## src/slot_cap_cfg.svh

```systemverilog
// Register offsets, field positions and reset values of the slot capabilities block
`ifndef SLOT_CAP_CFG_SVH
`define SLOT_CAP_CFG_SVH
`define SCAP_ADDR_W        8
`define SCAP_OFF_SLOT_CAP  8'h54
`define SCAP_OFF_CTRL      8'h00
`define SCAP_OFF_MSG       8'h04
`define SCAP_BIT_LATCH     2
`define SCAP_BIT_ATTN      3
`define SCAP_BIT_PWRL      4
`define SCAP_BIT_SURP      5
`define SCAP_BIT_HOTSW     6
`define SCAP_PLV_LO        7
`define SCAP_PLV_HI        14
`define SCAP_PLS_LO        15
`define SCAP_PLS_HI        16
`define SCAP_BIT_ILOCK     17
`define SCAP_BIT_NOCMPL    18
`define SCAP_SLOT_LO       19
`define SCAP_SLOT_HI       31
`define SCAP_CTRL_LOCK     0
`define SCAP_CTRL_SLOT     1
`define SCAP_MSG_VAL_LO    0
`define SCAP_MSG_SCL_LO    8
`define SCAP_MSG_BUSY      31
`define SCAP_RST_FLAGS     5'h00
`define SCAP_RST_PLV       8'h00
`define SCAP_RST_PLS       2'h0
`define SCAP_RST_SLOT      13'h0000
`define SCAP_SCALE_RSVD    2'h3
`endif

```

## src/slot_cap_pkg.sv

```systemverilog
// Types shared by the slot capabilities block
package slot_cap_pkg;
	typedef enum logic [1:0] {
		SCALE_X1,
		SCALE_XP1,
		SCALE_XP01,
		SCALE_RSVD
	} power_scale_t;
	typedef enum logic [1:0] {
		AHB_IDLE,
		AHB_BUSY,
		AHB_NONSEQ,
		AHB_SEQ
	} htrans_t;
	typedef enum {
		MSG_IDLE,
		MSG_SEND
	} msg_state_t;
endpackage
```

## src/pcie_slot_capabilities_reg.sv

```systemverilog
// Slot capabilities register bank with power limit message trigger, AHB-Lite slave
//
// The register offsets and register access over AHB-Lite are this design's own decisions.
`include "slot_cap_cfg.svh"
`timescale 1ns/1ps
`default_nettype none
module pcie_slot_capabilities_reg #(
	parameter int SLOT_W = 13
) (
	input  wire logic        clock,
	input  wire logic        rst_b,
	input  wire logic        hsel,
	input  wire logic [31:0] haddr,
	input  wire logic [1:0]  htrans,
	input  wire logic        hwrite,
	input  wire logic [2:0]  hsize,
	input  wire logic [31:0] hwdata,
	input  wire logic        hready,
	output logic             hreadyout,
	output logic             hresp,
	output logic [31:0]      hrdata,
	input  wire logic        load_valid,
	input  wire logic [31:0] load_data,
	input  wire logic        link_dl_up,
	output logic             msg_valid,
	input  wire logic        msg_ready,
	output logic [7:0]       msg_value,
	output logic [1:0]       msg_scale
);
	logic [4:0]        flags_ff;
	logic [4:0]        nxt_flags;
	logic              ilock_ff;
	logic              nxt_ilock;
	logic [7:0]        plv_ff;
	logic [7:0]        nxt_plv;
	logic [1:0]        pls_ff;
	logic [1:0]        nxt_pls;
	logic [SLOT_W-1:0] slot_ff;
	logic [SLOT_W-1:0] nxt_slot;
	logic              lock_ff;
	logic              slot_impl_ff;
	logic              dl_up_ff;
	logic              pend_ff;
	logic              nxt_pend;
	logic              wr_ph_ff;
	logic [7:0]        wr_addr_ff;
	logic [31:0]       hrdata_ff;
	logic [31:0]       nxt_hrdata;
	logic [7:0]        msg_value_ff;
	logic [1:0]        msg_scale_ff;
	slot_cap_pkg::msg_state_t state_ff;
	slot_cap_pkg::msg_state_t nxt_state;

	function automatic logic is_cap(input logic [7:0] a);
		is_cap = (a == `SCAP_OFF_SLOT_CAP);
	endfunction

	wire        addr_ok   = hsel && hready && htrans[1];
	wire        rd_req    = addr_ok && !hwrite;
	wire        wr_req    = addr_ok && hwrite;
	wire [7:0]  a_addr    = haddr[7:0];
	wire        cap_wr    = wr_ph_ff && is_cap(wr_addr_ff);
	wire        ctrl_wr   = wr_ph_ff && (wr_addr_ff == `SCAP_OFF_CTRL);
	// Static fields accept bus writes only before lock
	wire        static_wr = cap_wr && slot_impl_ff && !lock_ff;
	wire        dyn_wr    = cap_wr && slot_impl_ff;
	wire        link_rise = link_dl_up && !dl_up_ff;
	// Any write of the register triggers, even when fields are gated
	wire        trigger   = cap_wr || link_rise;

	// Register view; everything gated by slot implemented, bit 18 zero
	wire [31:0] cap_view;
	assign cap_view[1:0] = 2'h0;
	generate
		for (genvar i = 0; i < 5; i++) begin : g_flag
			assign cap_view[`SCAP_BIT_LATCH + i] = slot_impl_ff & flags_ff[i];
		end
	endgenerate
	assign cap_view[`SCAP_PLV_HI:`SCAP_PLV_LO]   = slot_impl_ff ? plv_ff : 8'h00;
	assign cap_view[`SCAP_PLS_HI:`SCAP_PLS_LO]   = slot_impl_ff ? pls_ff : 2'h0;
	assign cap_view[`SCAP_BIT_ILOCK]             = slot_impl_ff & ilock_ff;
	assign cap_view[`SCAP_BIT_NOCMPL]            = 1'b0;
	assign cap_view[`SCAP_SLOT_HI:`SCAP_SLOT_LO] = slot_impl_ff ? slot_ff : '0;

	wire [31:0] ctrl_view = {30'h0, slot_impl_ff, lock_ff};
	wire [31:0] msg_view  = {pend_ff | (state_ff == slot_cap_pkg::MSG_SEND), 21'h0,
				 msg_scale_ff, msg_value_ff};

	always_comb begin
		nxt_hrdata = hrdata_ff;
		if (rd_req) begin
			if (is_cap(a_addr))
				nxt_hrdata = cap_view;
			else if (a_addr == `SCAP_OFF_CTRL)
				nxt_hrdata = ctrl_view;
			else if (a_addr == `SCAP_OFF_MSG)
				nxt_hrdata = msg_view;
			else
				nxt_hrdata = 32'h0000_0000;
		end
	end

	// Loader path overrides bus; both also write the power limit value and scale
	always_comb begin
		nxt_flags = flags_ff;
		nxt_ilock = ilock_ff;
		nxt_slot  = slot_ff;
		nxt_plv   = plv_ff;
		nxt_pls   = pls_ff;
		if (static_wr) begin
			nxt_flags = hwdata[`SCAP_BIT_HOTSW:`SCAP_BIT_LATCH];
			nxt_ilock = hwdata[`SCAP_BIT_ILOCK];
			nxt_slot  = hwdata[`SCAP_SLOT_HI:`SCAP_SLOT_LO];
		end
		if (dyn_wr) begin
			nxt_plv = hwdata[`SCAP_PLV_HI:`SCAP_PLV_LO];
			nxt_pls = hwdata[`SCAP_PLS_HI:`SCAP_PLS_LO];
		end
		if (load_valid) begin
			nxt_flags = load_data[`SCAP_BIT_HOTSW:`SCAP_BIT_LATCH];
			nxt_ilock = load_data[`SCAP_BIT_ILOCK];
			nxt_slot  = load_data[`SCAP_SLOT_HI:`SCAP_SLOT_LO];
			nxt_plv   = load_data[`SCAP_PLV_HI:`SCAP_PLV_LO];
			nxt_pls   = load_data[`SCAP_PLS_HI:`SCAP_PLS_LO];
		end
	end

	// Message: one pending request is remembered while a message is out
	always_comb begin
		nxt_state = state_ff;
		nxt_pend  = pend_ff;
		case (state_ff)
			slot_cap_pkg::MSG_IDLE: begin
				if (trigger || pend_ff) begin
					nxt_state = slot_cap_pkg::MSG_SEND;
					nxt_pend  = 1'b0;
				end
			end
			slot_cap_pkg::MSG_SEND: begin
				if (trigger)
					nxt_pend = 1'b1;
				if (msg_ready)
					nxt_state = slot_cap_pkg::MSG_IDLE;
			end
			default: nxt_state = slot_cap_pkg::MSG_IDLE;
		endcase
	end

	wire msg_load = (state_ff == slot_cap_pkg::MSG_IDLE) && (trigger || pend_ff);

	always_ff @(posedge clock or negedge rst_b) begin
		if (!rst_b) begin
			flags_ff <= `SCAP_RST_FLAGS;
			ilock_ff <= 1'b0;
			plv_ff   <= `SCAP_RST_PLV;
			pls_ff   <= `SCAP_RST_PLS;
			slot_ff  <= '0;
		end else begin
			flags_ff <= nxt_flags;
			ilock_ff <= nxt_ilock;
			plv_ff   <= nxt_plv;
			pls_ff   <= nxt_pls;
			slot_ff  <= nxt_slot;
		end
	end

	// Lock is one-way until reset; slot implemented defaults clear
	always_ff @(posedge clock or negedge rst_b) begin
		if (!rst_b) begin
			lock_ff      <= 1'b0;
			slot_impl_ff <= 1'b0;
		end else if (ctrl_wr) begin
			lock_ff      <= lock_ff | hwdata[`SCAP_CTRL_LOCK];
			slot_impl_ff <= lock_ff ? slot_impl_ff : hwdata[`SCAP_CTRL_SLOT];
		end
	end

	always_ff @(posedge clock or negedge rst_b) begin
		if (!rst_b) begin
			wr_ph_ff   <= 1'b0;
			wr_addr_ff <= 8'h00;
			hrdata_ff  <= 32'h0000_0000;
			dl_up_ff   <= 1'b0;
		end else begin
			wr_ph_ff   <= wr_req;
			wr_addr_ff <= a_addr;
			hrdata_ff  <= nxt_hrdata;
			dl_up_ff   <= link_dl_up;
		end
	end

	// Message carries values as they stand after the triggering write
	always_ff @(posedge clock or negedge rst_b) begin
		if (!rst_b) begin
			state_ff     <= slot_cap_pkg::MSG_IDLE;
			pend_ff      <= 1'b0;
			msg_value_ff <= 8'h00;
			msg_scale_ff <= 2'h0;
		end else begin
			state_ff <= nxt_state;
			pend_ff  <= nxt_pend;
			if (msg_load) begin
				msg_value_ff <= nxt_plv;
				msg_scale_ff <= nxt_pls;
			end
		end
	end

	assign hreadyout = 1'b1;
	assign hresp     = 1'b0;
	assign hrdata    = hrdata_ff;
	assign msg_valid = (state_ff == slot_cap_pkg::MSG_SEND);
	assign msg_value = msg_value_ff;
	assign msg_scale = msg_scale_ff;
endmodule
`default_nettype wire

```

## config.mk

```make
export PLATFORM = sky130hd
export DESIGN_NAME = pcie_slot_capabilities_reg
export DESIGN_NICKNAME = d
export VERILOG_FILES = /design/src/slot_cap_pkg.sv /design/src/pcie_slot_capabilities_reg.sv
export VERILOG_INCLUDE_DIRS = /design/src /design/src/src
export SDC_FILE = /design/constraint.sdc
export NUM_CORES = 1
export LEC_CHECK = 0
export BUFFER_PORTS_ARGS = -buffer_cell sky130_fd_sc_hd__buf_2
export CAP_MARGIN = 20
export CORE_MARGIN = 5
export CORE_UTILIZATION = 51
export DETAILED_ROUTE_END_ITERATION = 6
export GPL_TIMING_DRIVEN = 0
export PLACE_DENSITY = 0.88
export SKIP_CTS_REPAIR_TIMING = 1
export SLEW_MARGIN = 15
export SYNTH_ARGS = -nofsm -noshare
export SYNTH_HDL_FRONTEND = slang
export SYNTH_SLANG_ARGS = --single-unit
```

## constraint.sdc

```tcl
create_clock -name clock -period 3.9 [get_ports clock]
set_clock_uncertainty 0.05 [all_clocks]
set_input_delay 0.39 -clock clock [delete_from_list [all_inputs] [get_ports clock]]
set_output_delay 0.39 -clock clock [all_outputs]
set_load 0.01 [all_outputs]
```

# --- Yosys cells after proc, flatten, opt, wreduce, memory -nomap -nowiden ---
# Cells that the tools add are included.
word_totals:
  regBits: 116
  inputBits: 109
  output_inout_bits: 45
  elab_cells: 78
op_classes:
  n_eq_ne: 8
  mux: 22
  bitwise: 9
  n_reduce_logical: 24
op_table:
  columns: ["cell", "count"]
  rows:
  - ["$mux 32", 5]
  - ["$logic_not 32->1", 2]
  - ["$pmux 32 s2", 1]
  - ["$mux 13", 3]
  - ["$eq 32x1->1 const B", 1]
  - ["$eq 32x2->1 const B", 1]
  - ["$mux 8", 3]
  - ["$eq 8x7->1 const B", 2]
  - ["$logic_not 8->1", 2]
  - ["$logic_and 1x1->1", 10]
  - ["$mux 5", 2]
  - ["$eq 8x3->1 const B", 1]
  - ["$and 1x1->1", 6]
  - ["$mux 2", 3]
  - ["$ne 2x2->1 const B", 3]
  - ["$mux 1", 4]
  - ["$reduce_and 2->1", 2]
  - ["$reduce_bool 2->1", 2]
  - ["$logic_not 1->1", 3]
  - ["$reduce_and 3->1", 1]
  - ["$logic_or 1x1->1", 2]
  - ["$or 1x1->1", 2]
  - ["$pmux 1 s2", 1]
  - ["$not 1->1", 1]

# --- Logic depth before layout (Yosys ltp) ---
depth:
  ltp_word: 6
  mapped_depth: 7
  ltp_nobuf: 4

# --- Worst setup path before layout ---
# No wires, ideal clock.
synth_timing:
  path_type: "flip-flop to flip-flop"
  startpoint: "register wr_addr_ff[1]"
  endpoint: "register msg_scale_ff[1], in the netlist msg_scale[1]"
  setup_ns: 0.125
  arrival_ns: 2.085
  required_time_ns: 3.725
  slack_ns: 1.640
  path_stages_with_launch: 7
  n_path_buf: 2
  synth_period_minus_slack_ns: 2.260
  cell_sequence: "dfrtp_1 or4_4 buf_6 or3_1 a21oi_1 buf_4 mux2_4"
synth_via:
  elab_chain_cells: 5
  word_cells_on_any_way: 8
  cone_classes: "eq/ne: 1; mux: 2; reduce/logical: 5"
synth_lines:
  columns: ["item", "line_no", "source"]
  rows:
  - ["start: declaration", "pcie_slot_capabilities_reg.sv:46", "logic [7:0] wr_addr_ff;"]
  - ["start signal: assignment", "pcie_slot_capabilities_reg.sv:186", "wr_addr_ff <= a_addr;"]
  - ["$eq 8x7->1 (no source line) *", null, null]
  - ["$logic_and 1x1->1 *", "pcie_slot_capabilities_reg.sv:62", "wire cap_wr = wr_ph_ff && is_cap(wr_addr_ff);"]
  - ["$logic_and 1x1->1 / $logic_or 1x1->1 (equally long branches)", "pcie_slot_capabilities_reg.sv:66, pcie_slot_capabilities_reg.sv:69", null]
  - ["$mux 2 / $logic_or 1x1->1 (equally long branches)", "pcie_slot_capabilities_reg.sv:115, pcie_slot_capabilities_reg.sv:149", null]
  - ["$mux 2 / $logic_and 1x1->1 (equally long branches)", "pcie_slot_capabilities_reg.sv:119, pcie_slot_capabilities_reg.sv:149", null]
  - ["end signal: assignment", "pcie_slot_capabilities_reg.sv:204", "msg_scale_ff <= nxt_pls;"]
  - ["end: declaration", "pcie_slot_capabilities_reg.sv:50", "logic [1:0] msg_scale_ff;"]
# Mark *: on every way between the ends. The rest lies on a longest branch, timed or not.
# A chain may end at the register's enable or synchronous reset.

# --- Worst setup path after layout ---
layout_timing:
  startpoint: "register wr_addr_ff[1]"
  endpoint: "register msg_value_ff[0], in the netlist msg_value[0]"
layout_via:
  elab_chain_cells: 5
  word_cells_on_any_way: 8
  cone_classes: "eq/ne: 1; mux: 2; reduce/logical: 5"
layout_lines:
  columns: ["item", "line_no", "source"]
  rows:
  - ["$eq 8x7->1 (no source line) *", null, null]
  - ["$logic_and 1x1->1 *", "pcie_slot_capabilities_reg.sv:62", null]
  - ["$logic_and 1x1->1 / $logic_or 1x1->1 (equally long branches)", "pcie_slot_capabilities_reg.sv:66, pcie_slot_capabilities_reg.sv:69", null]
  - ["$mux 8 / $logic_or 1x1->1 (equally long branches)", "pcie_slot_capabilities_reg.sv:115, pcie_slot_capabilities_reg.sv:149", null]
  - ["$mux 8 / $logic_and 1x1->1 (equally long branches)", "pcie_slot_capabilities_reg.sv:119, pcie_slot_capabilities_reg.sv:149", null]
  - ["end signal: assignment", "pcie_slot_capabilities_reg.sv:203", "msg_value_ff <= nxt_plv;"]
  - ["end: declaration", "pcie_slot_capabilities_reg.sv:49", "logic [7:0] msg_value_ff;"]
# Marks and branches as above.

==> reports/qor.yml <==
outcome: "finished, violations left"
failed_checks: "hold timing"
grt.total_usage_pct: 22.1
grt_start_max_net_pins: 47
antenna_cells: 0
root_buffer: "clkbuf_8"
power.density_nw_per_um2: 456
drive_gt1_share_pct: 36.2
final_nets: 541
synth_top_cell_area_share_pct: 58.4
yosysUniqueCellTypes: 37
insertion_delay_ns: 0.34
synth_common_cells: "dfrtp_1 (84), a21oi_1 (23), mux2i_1 (21)"
ys_async_sr_fraction_pct: 100
final_cell_area_sq_um: 4550
crit_chain: "or4_4, buf_6, or3_1, a21oi_1, buf_4, mux2_4"
drtIter0Drc: 126
tightest_slew_ns: 0.767
syn_to_final_growth_pct: 26.5
max_stage_delay_ns: 0.52
setup_viol: 0
drc: 0
crit_buf_inv: 2
synth.ff_latch_count: 84
fmax_ghz: 0.404
avgSynthCellArea_sq_um: 12.0
yosysTopAreaCell: "dfrtp_1"
io_buffers: 118
dp.final_hpwl_um: 6880
final_hold_viol_count: 3
numCtsBuffers: 9
io_pins: 154
die_x_um: 94.0
crit_path_start_kind: "flip-flop"
crit_fanout: 10
critPathKind: "reg2reg"
dr_total_vias: 2965
gp_congestion: 0.842
drv_cap: 0
synth_flop_cell: "dfrtp_1"
first_global_vias: 3115
routed_via_density: 5.56
cts_tree: "built"
routed_wl_um: 9320
fill_cells: 544
crit_family: "simple AND/OR/NAND/NOR gates"
overflow: 0
drt-pass1-iter-count: 4
end_kind: "flip-flop"
yosysWarnings: 0
min-delay-path-class: "in2async"
grt_first_pass_wirelength_um: 15100
leakagePower_nw: 2.30
synth_most_common_cell: "dfrtp_1"
synth_cells: 301
min_period_over_period_pct: 63.5
finalCriticalPeriod_ns: 2.48
clkSinkCount: 84
ctsLongestPathBuffers: 2
dieArea_sq_um: 8840
start_util_pct: 52.7
clk_pin_slew_worst_paths_ns: 0.09
cp_slowest_cell: "or4_4"
synth-seq-area-share_pct: 58.4
synth_edf_count: 0
ant_nets: 0
peakVddDrop_v: 0.000228
required_ns: 4.07
synth_area_sq_um: 3600
drv_slew: 0
rsz0062_at_grt: "false"
die_height_um: 94.0
rows: 30
tns_ns: 0
h-tree-depth: 3
netlist_top_cells_area: "dfrtp_1 (58%), mux2i_1 (5.8%), a22o_1 (4.9%), mux2_4 (4.2%), a21oi_1 (3.2%)"
place_area_sq_um: 4340
arrival_ns: 2.65
design.core.area_sq_um: 6830
wl_per_cell_um: 17.5
hold_ws_ns: -0.000611
relSlewSlack_pct: 48.6
antenna_found_initial: 0
cells in the final DEF, fill, tap and decap left out, types with 9 or more instances in the layout:
| cell type | count |
|---|---|
| dfrtp_1 | 84 |
| and2_1 | 10 |
| clkbuf_8 | 9 |
| nand3b_1 | 10 |
| a22o_1 | 20 |
| nor2_1 | 19 |
| clkbuf_1 | 15 |
| a211o_1 | 10 |
| mux2_4 | 10 |
| buf_2 | 121 |
| nand2_1 | 11 |
| mux2i_1 | 21 |
| a21oi_1 | 23 |
| nor4_1 | 12 |
stage by stage:
stage          power (mW)  util, %  std cells  setup slack, ns
2_1_floorplan        1.25        -        302             1.64
3_5_place_dp         1.43     63.5        517             1.43
3_3_place_gp         1.41     63.2        516             1.44
6_report             2.08     66.7        533             1.42
5_1_grt              2.17     66.7        533             1.30
4_1_cts              2.09     66.7        533             1.41
report_power, final:
group / switching, mW / internal [mW] / total, mW
clock network: 0.307 / 0.361 / 0.668
registers: 0.0784 / 0.965 / 1.04
logic: 0.173 / 0.192 / 0.365
total: 0.559 / 1.52 / 2.08
path summary, 6_finish.rpt:
| path | start | end | slack, ns | cells after the start |
|---|---|---|---|---|
| worst max-delay path | wr_addr_ff[1] | msg_value[0] | 1.42 | 6 |
| worst min-delay path | rst_b | slot_ff[9] | -0.0006 | 1 |
| worst max register to register | wr_addr_ff[1] | msg_value[0] | 1.42 | 6 |
| worst min register to register | hrdata[0] | hrdata[0] | 0.44 | 2 |
| max in group asynchronous | rst_b | wr_addr_ff[4] | 3.18 | 2 |
| min in group clock | haddr[0] | wr_addr_ff[0] | 0.11 | 1 |
sequential cells by signal (all words and copies together) (netlist names), 2 cells and up:
name,cells
hrdata,31
plv_ff,8
msg_scale,2
flags_ff,5
slot_ff,13
wr_addr_ff,8
pls_ff,2
msg_value,8
routing by layer:
metal | routed length (um) | track usage (%)
met2 | 4490 | 36.0
met1 | 3820 | 28.1
met5 | 0 | 0
met3 | 853 | 6.25
met4 | 152 | 8.18
final cells by class:
class	instances	area [sq um]	share of cell area [%]
buffer	24	125	2.75
timing repair buffer	119	613	13.5
sequential	84	2100	46.2
clock buffer	10	128	2.80
clock inverter	6	88.8	1.95
inverter	4	15.0	0.330
tap	96	120	2.64
multi-input combinational	190	1360	29.9
cells by family after synthesis:
group	count (synthesis)	share of synthesized area [%]
AOI/OAI and AO/OA	78	15.1
muxes	31	10.0
DFF	84	58.4
other	2	0.209
buffers and inverters	28	3.89
and+or+nand+nor	78	12.4
worst register-to-register path, stage by stage, from the launching register on:
cell	delay (ns)
dfrtp_1	0.37
or4_4	0.52
buf_6	0.14
or3_1	0.40
a21oi_1	0.27
buf_4	0.28
mux2_4	0.32
No activity file was read; power rests on OpenSTA's default activity.
